File: config.mk
export PLATFORM = sky130hd
export DESIGN_NAME = ffl_fifo_flags
export DESIGN_NICKNAME = d
export VERILOG_FILES = /design/src/ffl_pkg.sv /design/src/ffl_fifo_flags.sv /design/src/ffl_ptr_sync.sv
export VERILOG_INCLUDE_DIRS = /design/src
export SDC_FILE = /design/constraint.sdc
export NUM_CORES = 1
export LEC_CHECK = 0
export ABC_AREA = 1
export BUFFER_PORTS_ARGS = -buffer_cell sky130_fd_sc_hd__buf_2
export CORE_ASPECT_RATIO = 0.6
export CORE_MARGIN = 2
export CORE_UTILIZATION = 35
export CTS_CLUSTER_DIAMETER = 120
export DETAILED_ROUTE_END_ITERATION = 10
export GPL_TIMING_DRIVEN = 0
export HOLD_SLACK_MARGIN = 0.15
export PLACE_DENSITY = 0.56
export SETUP_SLACK_MARGIN = 0.05
export SKIP_LAST_GASP = 1
export SLEW_MARGIN = 20
export SYNTH_ARGS = -nofsm -noshare
export SYNTH_HDL_FRONTEND = slang
export SYNTH_SLANG_ARGS = --single-unit
export TNS_END_PERCENT = 100
File: constraint.sdc
create_clock -name clk_sys -period 5.8 [get_ports clk_sys]
set_clock_uncertainty 0.15 [all_clocks]
set_input_delay 0.29 -clock clk_sys [delete_from_list [all_inputs] [get_ports clk_sys]]
set_output_delay 0.29 -clock clk_sys [all_outputs]
set_load 0.02 [all_outputs]
File: src/ffl_defines.svh
// register map, field positions and fixed codes of the fifo flag block
`ifndef FFL_DEFINES_SVH
`define FFL_DEFINES_SVH

`define FFL_ADDR_ALIGN     32'hFFFFFFFC
`define FFL_ADDR_CTRL      32'h00000000
`define FFL_ADDR_PFTH      32'h00000004
`define FFL_ADDR_PETH      32'h00000008
`define FFL_ADDR_STATUS    32'h0000000C
`define FFL_ADDR_IRQSTS    32'h00000010
`define FFL_ADDR_IRQMASK   32'h00000014

`define FFL_CTRL_MODE      1:0
`define FFL_CTRL_FLUSH     2
`define FFL_MODE_ILLEGAL   2'h3

`define FFL_ST_FULL        0
`define FFL_ST_AFULL       1
`define FFL_ST_PFULL       2
`define FFL_ST_EMPTY       3
`define FFL_ST_AEMPTY      4
`define FFL_ST_PEMPTY      5
`define FFL_ST_WRCNT_LSB   8
`define FFL_ST_RDCNT_LSB   16

`define FFL_IRQ_OVF        0
`define FFL_IRQ_UDF        1
`define FFL_IRQ_PFULL      2
`define FFL_IRQ_PEMPTY     3
`define FFL_IRQ_W          4

`define FFL_RESP_OKAY      2'h0
`define FFL_RESP_SLVERR    2'h2

`define FFL_ONE_LEFT       1

`endif

File: src/ffl_pkg.sv
// types shared by the fifo flag block
package ffl_pkg;

    typedef enum logic [1:0] {
        FFL_COMMON_STD,
        FFL_COMMON_FWFT,
        FFL_INDEP_STD
    } ffl_mode_e;

    typedef enum logic [2:0] {
        FFL_SEL_CTRL,
        FFL_SEL_PFTH,
        FFL_SEL_PETH,
        FFL_SEL_STATUS,
        FFL_SEL_IRQSTS,
        FFL_SEL_IRQMASK,
        FFL_SEL_NONE
    } ffl_sel_e;

    typedef logic [31:0] ffl_word_t;

endpackage : ffl_pkg

File: src/ffl_fifo_flags.sv
// fifo with mode-selectable flag timing and an axi4-lite register slave
//
// Local design decisions: the register addresses and the AXI4-Lite interface to the registers.
`timescale 1ns/1ns
`include "ffl_defines.svh"

module ffl_fifo_flags
    import ffl_pkg::*;
#(
    parameter int WIDTH       = 32,
    parameter int DEPTH       = 16,
    parameter int SYNC_STAGES = 2,
    parameter int PF_RST      = DEPTH - 2,
    parameter int PE_RST      = 2,
    localparam int AW         = $clog2(DEPTH),
    localparam int CW         = AW + 1
) (
    input  wire logic             clk_sys,
    input  wire logic             rst_n,
    input  wire logic             ce,
    input  wire logic             wrEn,
    input  wire logic [WIDTH-1:0] wrData,
    output logic                  full,
    output logic                  almostFull,
    output logic                  progFull,
    output logic                  wrAck,
    output logic                  overflow,
    output logic [CW-1:0]         wrFillCount,
    input  wire logic             rdEn,
    output logic [WIDTH-1:0]      rdData,
    output logic                  empty,
    output logic                  almostEmpty,
    output logic                  progEmpty,
    output logic                  rdValid,
    output logic                  underflow,
    output logic [CW-1:0]         rdFillCount,
    input  wire logic [31:0]      s_axi_awaddr,
    input  wire logic             s_axi_awvalid,
    output logic                  s_axi_awready,
    input  wire logic [31:0]      s_axi_wdata,
    input  wire logic [3:0]       s_axi_wstrb,
    input  wire logic             s_axi_wvalid,
    output logic                  s_axi_wready,
    output logic [1:0]            s_axi_bresp,
    output logic                  s_axi_bvalid,
    input  wire logic             s_axi_bready,
    input  wire logic [31:0]      s_axi_araddr,
    input  wire logic             s_axi_arvalid,
    output logic                  s_axi_arready,
    output logic [31:0]           s_axi_rdata,
    output logic [1:0]            s_axi_rresp,
    output logic                  s_axi_rvalid,
    input  wire logic             s_axi_rready,
    output logic                  irq
);

    typedef struct packed {
        ffl_mode_e                mode;
        logic                     flush;
        logic [CW-1:0]            pfTh;
        logic [CW-1:0]            peTh;
        logic [`FFL_IRQ_W-1:0]    irqSts;
        logic [`FFL_IRQ_W-1:0]    irqMask;
        logic                     irq;
        logic                     awHeld;
        logic                     wHeld;
        logic [31:0]              awAddr;
        logic [31:0]              wData;
        logic [3:0]               wStrb;
        logic                     awready;
        logic                     wready;
        logic                     bvalid;
        logic [1:0]               bresp;
        logic                     arready;
        logic                     rvalid;
        logic [31:0]              rdata;
        logic [1:0]               rresp;
        logic [CW-1:0]            wrPtr;
        logic [CW-1:0]            rdPtr;
        logic [CW-1:0]            wrGray;
        logic [CW-1:0]            rdGray;
        logic [CW-1:0]            wrSeen;
        logic [CW-1:0]            rdSeen;
        logic                     stageVal;
        logic                     outVal;
        logic [WIDTH-1:0]         stageData;
        logic [WIDTH-1:0]         rdData;
        logic                     full;
        logic                     aFull;
        logic                     pFull;
        logic                     wrAck;
        logic                     ovf;
        logic [CW-1:0]            wrCnt;
        logic                     empty;
        logic                     aEmpty;
        logic                     pEmpty;
        logic                     valid;
        logic                     udf;
        logic [CW-1:0]            rdCnt;
    } ffl_state_s;

    ffl_state_s            q;
    ffl_state_s            d;
    // storage stays outside the state struct: an array of words, no reset needed
    logic [WIDTH-1:0]      mem [DEPTH];

    logic [CW-1:0]         wrGraySync;
    logic [CW-1:0]         rdGraySync;
    logic                  isFwft;
    logic                  isIndep;
    logic [CW-1:0]         rdViewW;
    logic [CW-1:0]         wrViewR;
    logic [CW-1:0]         curW;
    logic [CW-1:0]         curR;
    logic                  wrOk;
    logic                  rdOk;
    logic                  stageMove;
    logic                  pop;
    logic [CW-1:0]         nWrPtr;
    logic [CW-1:0]         nRdPtr;
    logic [CW-1:0]         nW;
    logic [CW-1:0]         nR;
    logic [CW-1:0]         nTotal;
    logic [WIDTH-1:0]      memRd;
    logic                  doWr;
    logic [31:0]           wv;
    logic [`FFL_IRQ_W-1:0] clrSts;
    logic [`FFL_IRQ_W-1:0] ev;

    function automatic logic [CW-1:0] bin2gray(input logic [CW-1:0] b);
        return b ^ (b >> 1);
    endfunction : bin2gray

    function automatic logic [CW-1:0] gray2bin(input logic [CW-1:0] g);
        logic [CW-1:0] b;
        b[CW-1] = g[CW-1];
        for (int i = CW - 2; i >= 0; i--) begin
            b[i] = b[i+1] ^ g[i];
        end
        return b;
    endfunction : gray2bin

    function automatic ffl_sel_e regSel(input logic [31:0] a);
        unique case (a & `FFL_ADDR_ALIGN)
            `FFL_ADDR_CTRL:    return FFL_SEL_CTRL;
            `FFL_ADDR_PFTH:    return FFL_SEL_PFTH;
            `FFL_ADDR_PETH:    return FFL_SEL_PETH;
            `FFL_ADDR_STATUS:  return FFL_SEL_STATUS;
            `FFL_ADDR_IRQSTS:  return FFL_SEL_IRQSTS;
            `FFL_ADDR_IRQMASK: return FFL_SEL_IRQMASK;
            default:           return FFL_SEL_NONE;
        endcase
    endfunction : regSel

    // counts are packed into byte fields; DEPTH above 128 would overrun them
    function automatic ffl_word_t regRead(input ffl_sel_e s, input ffl_state_s st);
        ffl_word_t w;
        w = '0;
        unique case (s)
            FFL_SEL_CTRL:    w[`FFL_CTRL_MODE] = st.mode;
            FFL_SEL_PFTH:    w[CW-1:0] = st.pfTh;
            FFL_SEL_PETH:    w[CW-1:0] = st.peTh;
            FFL_SEL_STATUS: begin
                w[`FFL_ST_FULL]              = st.full;
                w[`FFL_ST_AFULL]             = st.aFull;
                w[`FFL_ST_PFULL]             = st.pFull;
                w[`FFL_ST_EMPTY]             = st.empty;
                w[`FFL_ST_AEMPTY]            = st.aEmpty;
                w[`FFL_ST_PEMPTY]            = st.pEmpty;
                w[`FFL_ST_WRCNT_LSB +: CW]   = st.wrCnt;
                w[`FFL_ST_RDCNT_LSB +: CW]   = st.rdCnt;
            end
            FFL_SEL_IRQSTS:  w[`FFL_IRQ_W-1:0] = st.irqSts;
            FFL_SEL_IRQMASK: w[`FFL_IRQ_W-1:0] = st.irqMask;
            FFL_SEL_NONE:    w = '0;
        endcase
        return w;
    endfunction : regRead

    // pointer crossings; in common modes the synced copies are simply unused
    ffl_ptr_sync #(
        .W      (CW),
        .STAGES (SYNC_STAGES)
    ) u_wr_sync (
        .clk_sys (clk_sys),
        .rst_n   (rst_n),
        .ce      (ce),
        .clr     (q.flush),
        .dIn     (q.wrGray),
        .dOut    (wrGraySync)
    );

    ffl_ptr_sync #(
        .W      (CW),
        .STAGES (SYNC_STAGES)
    ) u_rd_sync (
        .clk_sys (clk_sys),
        .rst_n   (rst_n),
        .ce      (ce),
        .clr     (q.flush),
        .dIn     (q.rdGray),
        .dOut    (rdGraySync)
    );

    assign memRd = mem[q.rdPtr[AW-1:0]];

    always_comb begin
        d       = q;
        isFwft  = (q.mode == FFL_COMMON_FWFT);
        isIndep = (q.mode == FFL_INDEP_STD);
        // split sides see the far pointer only through the crossing
        rdViewW = isIndep ? gray2bin(q.rdSeen) : q.rdPtr;
        wrViewR = isIndep ? gray2bin(q.wrSeen) : q.wrPtr;
        curW    = q.wrPtr - rdViewW;
        curR    = isFwft ? (q.wrPtr - q.rdPtr + CW'(q.stageVal) + CW'(q.outVal))
                         : (wrViewR - q.rdPtr);
        wrOk    = wrEn && !q.full && !q.flush;
        rdOk    = rdEn && !q.flush && (isFwft ? q.outVal : !q.empty);
        // fall-through pipe: memory -> stage -> output word
        stageMove = q.stageVal && (!q.outVal || rdOk);
        pop       = isFwft ? ((q.wrPtr != q.rdPtr) && (!q.stageVal || stageMove)) : rdOk;
        nWrPtr    = q.wrPtr + CW'(wrOk);
        nRdPtr    = q.rdPtr + CW'(pop);
        d.wrPtr    = nWrPtr;
        d.rdPtr    = nRdPtr;
        d.stageVal = isFwft && (pop || (q.stageVal && !stageMove));
        d.outVal   = isFwft && (stageMove || (q.outVal && !rdOk));
        if (isFwft && pop) begin
            d.stageData = memRd;
        end
        if (isFwft ? stageMove : rdOk) begin
            d.rdData = isFwft ? q.stageData : memRd;
        end
        nTotal = nWrPtr - nRdPtr + CW'(d.stageVal) + CW'(d.outVal);
        nW     = nWrPtr - (isIndep ? rdViewW : nRdPtr);
        nR     = isIndep ? (wrViewR - nRdPtr) : nTotal;

        // write-side flags follow the same edge as the operation
        d.full  = (nW == CW'(DEPTH));
        d.aFull = (nW >= CW'(DEPTH - `FFL_ONE_LEFT));
        d.wrAck = wrOk;
        d.ovf   = wrEn && q.full;
        // read-side flags
        d.valid = rdOk;
        d.udf   = rdEn && !rdOk && !q.flush;
        d.empty = isFwft ? !d.outVal : (nR == '0);
        if (isFwft && !rdOk) begin
            d.aEmpty = (curR <= CW'(`FFL_ONE_LEFT));
        end else begin
            d.aEmpty = (nR <= CW'(`FFL_ONE_LEFT));
        end
        // compare of the already registered level costs one edge
        d.pFull  = (curW >= q.pfTh);
        d.pEmpty = (curR <= q.peTh);
        d.wrCnt  = isIndep ? curW : nTotal;
        d.rdCnt  = isIndep ? curR : nTotal;
        // gray register ahead of the chain adds the one extra edge
        d.wrGray = bin2gray(q.wrPtr);
        d.rdGray = bin2gray(q.rdPtr);
        // far side captures the chain output once more before its flags
        d.wrSeen = wrGraySync;
        d.rdSeen = rdGraySync;

        ev = '0;
        ev[`FFL_IRQ_OVF]    = d.ovf;
        ev[`FFL_IRQ_UDF]    = d.udf;
        ev[`FFL_IRQ_PFULL]  = d.pFull && !q.pFull;
        ev[`FFL_IRQ_PEMPTY] = d.pEmpty && !q.pEmpty;

        // axi4-lite write: address and data taken in either order
        clrSts  = '0;
        d.flush = 1'b0;
        doWr    = q.awHeld && q.wHeld && !q.bvalid;
        wv      = q.wData;
        if (q.awready && s_axi_awvalid) begin
            d.awHeld = 1'b1;
            d.awAddr = s_axi_awaddr;
        end
        if (q.wready && s_axi_wvalid) begin
            d.wHeld = 1'b1;
            d.wData = s_axi_wdata;
            d.wStrb = s_axi_wstrb;
        end
        d.bvalid = q.bvalid && !s_axi_bready;
        if (doWr) begin
            wv = regRead(regSel(q.awAddr), q);
            for (int i = 0; i < 4; i++) begin
                if (q.wStrb[i]) begin
                    wv[i*8 +: 8] = q.wData[i*8 +: 8];
                end
            end
            d.awHeld = 1'b0;
            d.wHeld  = 1'b0;
            d.bvalid = 1'b1;
            d.bresp  = `FFL_RESP_OKAY;
            unique case (regSel(q.awAddr))
                FFL_SEL_CTRL: begin
                    // a mode change always empties the fifo
                    if (wv[`FFL_CTRL_MODE] != `FFL_MODE_ILLEGAL) begin
                        d.mode  = ffl_mode_e'(wv[`FFL_CTRL_MODE]);
                        d.flush = wv[`FFL_CTRL_FLUSH] || (wv[`FFL_CTRL_MODE] != q.mode);
                    end else begin
                        d.flush = wv[`FFL_CTRL_FLUSH];
                    end
                end
                FFL_SEL_PFTH:    d.pfTh = wv[CW-1:0];
                FFL_SEL_PETH:    d.peTh = wv[CW-1:0];
                FFL_SEL_STATUS:  d.bresp = `FFL_RESP_OKAY;
                FFL_SEL_IRQSTS:  clrSts = wv[`FFL_IRQ_W-1:0];
                FFL_SEL_IRQMASK: d.irqMask = wv[`FFL_IRQ_W-1:0];
                FFL_SEL_NONE:    d.bresp = `FFL_RESP_SLVERR;
            endcase
        end
        d.awready = !d.awHeld;
        d.wready  = !d.wHeld;

        // axi4-lite read: one outstanding, data one edge after address
        d.rvalid = q.rvalid && !s_axi_rready;
        if (q.arready && s_axi_arvalid) begin
            d.rvalid = 1'b1;
            d.rdata  = regRead(regSel(s_axi_araddr), q);
            d.rresp  = (regSel(s_axi_araddr) == FFL_SEL_NONE) ? `FFL_RESP_SLVERR
                                                              : `FFL_RESP_OKAY;
        end
        d.arready = !d.rvalid;

        // set beats a same-cycle write-one-to-clear
        d.irqSts = (q.irqSts & ~clrSts) | ev;
        d.irq    = |(d.irqSts & d.irqMask);

        if (q.flush) begin
            d.wrPtr    = '0;
            d.rdPtr    = '0;
            d.wrGray   = '0;
            d.rdGray   = '0;
            d.wrSeen   = '0;
            d.rdSeen   = '0;
            d.stageVal = 1'b0;
            d.outVal   = 1'b0;
            d.full     = 1'b0;
            d.aFull    = 1'b0;
            d.pFull    = 1'b0;
            d.empty    = 1'b1;
            d.aEmpty   = 1'b1;
            d.pEmpty   = 1'b0;
            d.wrCnt    = '0;
            d.rdCnt    = '0;
        end
    end

    always_ff @(posedge clk_sys or negedge rst_n) begin
        if (!rst_n) begin
            q         <= '0;
            q.mode    <= FFL_COMMON_STD;
            q.pfTh    <= CW'(PF_RST);
            q.peTh    <= CW'(PE_RST);
            q.empty   <= 1'b1;
            q.aEmpty  <= 1'b1;
            q.awready <= 1'b1;
            q.wready  <= 1'b1;
            q.arready <= 1'b1;
        end else if (ce) begin
            q <= d;
        end
    end

    always_ff @(posedge clk_sys) begin
        if (ce && wrOk) begin
            mem[q.wrPtr[AW-1:0]] <= wrData;
        end
    end

    assign full          = q.full;
    assign almostFull    = q.aFull;
    assign progFull      = q.pFull;
    assign wrAck         = q.wrAck;
    assign overflow      = q.ovf;
    assign wrFillCount   = q.wrCnt;
    assign rdData        = q.rdData;
    assign empty         = q.empty;
    assign almostEmpty   = q.aEmpty;
    assign progEmpty     = q.pEmpty;
    assign rdValid       = q.valid;
    assign underflow     = q.udf;
    assign rdFillCount   = q.rdCnt;
    assign s_axi_awready = q.awready;
    assign s_axi_wready  = q.wready;
    assign s_axi_bresp   = q.bresp;
    assign s_axi_bvalid  = q.bvalid;
    assign s_axi_arready = q.arready;
    assign s_axi_rdata   = q.rdata;
    assign s_axi_rresp   = q.rresp;
    assign s_axi_rvalid  = q.rvalid;
    assign irq           = q.irq;

endmodule : ffl_fifo_flags

File: src/ffl_ptr_sync.sv
// multi-stage synchroniser chain for a gray-coded pointer
`timescale 1ns/1ns
module ffl_ptr_sync
    import ffl_pkg::*;
#(
    parameter int W      = 5,
    parameter int STAGES = 2
) (
    input  wire logic         clk_sys,
    input  wire logic         rst_n,
    input  wire logic         ce,
    input  wire logic         clr,
    input  wire logic [W-1:0] dIn,
    output logic      [W-1:0] dOut
);

    typedef struct packed {
        logic [STAGES-1:0][W-1:0] chain;
    } ffl_sync_s;

    ffl_sync_s q;
    ffl_sync_s d;

    // stage count sets the crossing latency term
    always_comb begin
        d = q;
        d.chain[0] = dIn;
        for (int i = 1; i < STAGES; i++) begin
            d.chain[i] = q.chain[i-1];
        end
        if (clr) begin
            d = '0;
        end
    end

    always_ff @(posedge clk_sys or negedge rst_n) begin
        if (!rst_n) begin
            q <= '0;
        end else if (ce) begin
            q <= d;
        end
    end

    // only the last stage leaves the chain
    assign dOut = q.chain[STAGES-1];

endmodule : ffl_ptr_sync

==> impl_metrics.env <==
export IMPL_status="finished clean"
export IMPL_min_period_ns=5.48
export IMPL_drive_gt1_frac=0.166
export IMPL_hp_start="ce"
export IMPL_endpoint_kind="flop"
export IMPL_worstPathRequired_ns=6.21
export IMPL_grt_max_degree=94
export IMPL_cts_tree="done"
export IMPL_gr_total_overflow=0
export IMPL_rows=85
export IMPL_syn_cell_area_um2=31600
export IMPL_rsz0062_at_grt="false"
export IMPL_grt_pass1_vias=21900
export IMPL_ys_ff_latch=731
export IMPL_syn_inst=2651
export IMPL_worstSetupPathType="flop to flop"
export IMPL_num_io_pins=236
export IMPL_ir_worst_vdd_uv=273
export IMPL_hold_depth=4
export IMPL_p_seq_frac=0.342
export IMPL_synthDistinctLibCells=57
export IMPL_area_delta_synth_final_pct=21.5
export IMPL_worstMarginPinSlew_ns=1.09
export IMPL_hold_viol_final=0
export IMPL_gp_congestion=0.899
export IMPL_initial_core_util=0.353
export IMPL_final_period_utilization=0.945
export IMPL_antenna_found_initial=2
export IMPL_dieHeight_um=237
export IMPL_critPathMaxFanout=11
export IMPL_vias_per_cell=5.21
export IMPL_slew_violations=0
export IMPL_r2r_end="empty"
export IMPL_dp_cells=4098
export IMPL_switching_share=0.410
export IMPL_crit_family="adder cells"
export IMPL_post_synth_top_area_fraction=0.487
export IMPL_cts_buffers=73
export IMPL_grt_pass1_wl_um=146000
export IMPL_fin_nets=3266
export IMPL_finalSetupTns_ns=0
export IMPL_ff2ff_path_depth=22
export IMPL_max_slew_margin=0.270
export IMPL_holdPathEnd="q[234]"
export IMPL_cpPeakStageDelay_ns=0.62
export IMPL_path_clk_slew_ns=0.07
export IMPL_synth_largest_area_cell="edfxtp_1"
export IMPL_ys_async_sr_fraction=0.300
export IMPL_layout_cells_non_filler=4330
export IMPL_dieArea_um2=92700
export IMPL_cts_path_max_buffers=3
export IMPL_cts_root_buffer="clkbuf_16"
export IMPL_vias=22600
export IMPL_power_share_clock=0.243
export IMPL_yosysWarningCount=0
export IMPL_intPower_w=0.0118
export IMPL_avgSynthCellArea_um2=11.9
export IMPL_grt_total_usage=0.213
export IMPL_cp_arrival_ns=5.89
export IMPL_die_w_um=392
export IMPL_power_w=0.0200
export IMPL_drtIter0Drc=2475
export IMPL_synthTopCellsByArea="edfxtp_1 49%, dfrtp_1 17%, nand2_1 4.3%"
export IMPL_seq_area_frac_synth=0.661
export IMPL_core_um2=89500
export IMPL_max_freq_mhz=182
export IMPL_hpwl_um=68700
export IMPL_ys_flop_type="edfxtp_1"
export IMPL_fin_area_um2=38400
export IMPL_synth_edf_count=512
export IMPL_cap_violations=0
export IMPL_p_per_area_nw_per_um2=520
export IMPL_setup_violations=0
export IMPL_leakage_nw=14.3
export IMPL_io_buffers=183
export IMPL_cp_start_kind="flop"
export IMPL_placed_area_um2=34900
export IMPL_r2r_slack_ns=0.32
export IMPL_path_buf_inv=2
export IMPL_crit_start="q[108]"
export IMPL_htreeDepth=3
export IMPL_crit_slowest_cell="dfrtp_1"
export IMPL_cts_sinks=731
export IMPL_p_sw_w=0.00818
export IMPL_fillers=8394
export IMPL_crit_chain="clkinvlp_4, clkbuf_2, ha_1, nand4_1, nor2_1, nand2_1, o21ai_1, a21oi_1, ha_1, ha_1, fa_1, fa_1, nor2_1, a211oi_1, xor2_1, o21ai_0, a21o_1, o21ai_0, nand4_1, a21oi_1, o21ai_0, a21oi_1"
export IMPL_drc=0
export IMPL_dr_pass1_iters=5
export IMPL_wl_um=99300
export IMPL_hold_slack_ns=0.164
export IMPL_r2r_start="q[108]"
export IMPL_post_drt_wl_per_cell_um=22.9
export IMPL_drtAntennaViolNets=0
export IMPL_min_path_type="primary input to flop"
export IMPL_worstSkewPairLatency_ns=0.64
export IMPL_share_comb_of_total_power=0.415
==> area by class of cell <==
class                           count  area, µm²  area share
Inverter                          163        619      0.0161
Antenna cell                        1       2.50   0.0000652
Clock inverter                     39        468      0.0122
Tap cell                         1218       1520      0.0397
Sequential cell                   731      20900       0.544
Buffer                            220       1150      0.0301
Multi-Input combinational cell   1552       9230       0.241
Timing Repair Buffer              316       2580      0.0672
Clock buffer                       90       1920      0.0501
==> worst reg2reg max path, delay by kind of cell, from the launching register on <==
kind | cells | cell delay (ns)
adders and majority gates | 5 | 2.02
AOI/OAI and AO/OA | 9 | 1.20
buffers and inverters | 2 | 0.73
DFF | 1 | 0.62
and+or+nand+nor | 5 | 0.57
xor gates and xnor gates | 1 | 0.17
==> cells in the final DEF (no fill, tap or decap), types with 9 or more instances in the layout <==
cell,netlist,layout
a211oi_1,11,11
a21oi_1,29,29
buf_12,0,11
buf_16,0,13
buf_2,6,188
buf_4,78,88
clkbuf_1,128,139
clkbuf_16,0,73
clkinv_1,3,14
clkinv_2,0,9
conb_1,1,18
dfrtp_1,210,209
dfstp_2,9,9
dlygate4sd3_1,0,97
edfxtp_1,512,512
ha_1,59,59
inv_1,147,145
inv_2,13,13
nand2_1,362,362
nand2_2,11,11
nand3_1,25,25
nand3b_1,68,68
nand4_1,12,12
nor2_1,176,160
nor2_4,6,22
nor3_1,105,104
nor4_1,36,36
o211ai_1,35,35
o21a_1,35,35
o21ai_0,249,249
o21ai_1,14,14
o221ai_1,99,99
o22ai_1,74,74
o31ai_1,35,20
o31ai_2,0,15
xnor2_1,12,11
xor2_1,23,23
==> per-stage QoR <==
step | worst slack (ns) | util
floorplan | 1.26 | -
global placement | -0.246 | 0.381
detailed placement | -0.291 | 0.390
CTS | 0.0921 | 0.427
global route | 0.0700 | 0.428
finish | 0.320 | 0.428
==> per-layer routing <==
layer | wire length (µm) | vias up | global-route usage
met2 | 38400 | 1014 | 0.275
met3 | 12300 | 136 | 0.0867
met4 | 1790 | 2 | 0.0460
li1 | - | 10400 | -
met1 | 46800 | 11100 | 0.327
met5 | 20 | - | 0
==> registers in the layout, indices dropped and copies added, names as in the netlist, 5 cells and up <==
| name | count |
|---|---|
| s_axi_rdata | 16 |
| mem | 512 |
| q | 123 |
| u_rd_sync.dOut | 5 |
| u_wr_sync.dOut | 5 |
| u_wr_sync.q | 5 |
| wrFillCount | 5 |
| rdFillCount | 5 |
| u_rd_sync.q | 5 |
| rdData | 32 |
==> timing repair <==
| item | in CTS | in global routing |
|---|---|---|
| hold buffers | 98 | 0 |
| buffers inserted | 0 | 4 |
| resized for setup | 4 | 3 |
| setup endpoints to repair | 3 | 3 |
| endpoints found under the hold margin | 780 | 0 |
| pin swaps | 0 | 0 |
==> cell families after synthesis <==
| kind of cell | Yosys count | share of synthesized area |
|---|---|---|
| simple gates | 831 | 0.124 |
| flops | 731 | 0.661 |
| compound gates | 600 | 0.121 |
| buf+inv | 385 | 0.0559 |
| fa+ha+maj | 67 | 0.0284 |
| xor+xnor | 35 | 0.00970 |
| other cells | 1 | 0.000119 |
| mux | 1 | 0.000317 |
==> worst max-delay path by stage <==
stage,endpoint,slack [ns],cells past startpoint
final,empty,0.32,22
after global routing,empty,0.07,24
after CTS,empty,0.09,25
after detailed placement,empty,-0.29,25
after global placement,empty,-0.25,25
after floorplan,empty,1.26,23
==> power by group through the flow <==
stage	Sequential (W)	Clock [W]	Combinational, W
after detailed placement	0.00692	0	0.00795
after CTS	0.00682	0.00492	0.00806
final	0.00683	0.00485	0.00829
after global placement	0.00693	0	0.00771
after global routing	0.00690	0.00512	0.00907
after floorplan	0.00681	0	0.00486
==> synth_stat cells (6+ instances only) <==
| master | count |
|---|---|
| nand3_1 | 25 |
| fa_1 | 8 |
| o31ai_1 | 35 |
| o211ai_1 | 35 |
| nor2_2 | 8 |
| ha_1 | 59 |
| buf_1 | 8 |
| buf_4 | 78 |
| nor3_1 | 105 |
| inv_1 | 147 |
| o21ai_1 | 14 |
| o21ai_0 | 249 |
| o21a_1 | 35 |
| buf_2 | 6 |
| nor4_1 | 36 |
| a21oi_1 | 29 |
| a211oi_1 | 11 |
| clkbuf_1 | 128 |
| edfxtp_1 | 512 |
| nand2_2 | 11 |
| nand4_1 | 12 |
| dfrtp_1 | 210 |
| nand3b_1 | 68 |
| dfstp_2 | 9 |
| inv_2 | 13 |
| nand2_1 | 362 |
| nor2_4 | 6 |
| o22ai_1 | 74 |
| xnor2_1 | 12 |
| xor2_1 | 23 |
| nor2_1 | 176 |
| o221ai_1 | 99 |
No activity file was read; power rests on OpenSTA's default activity.
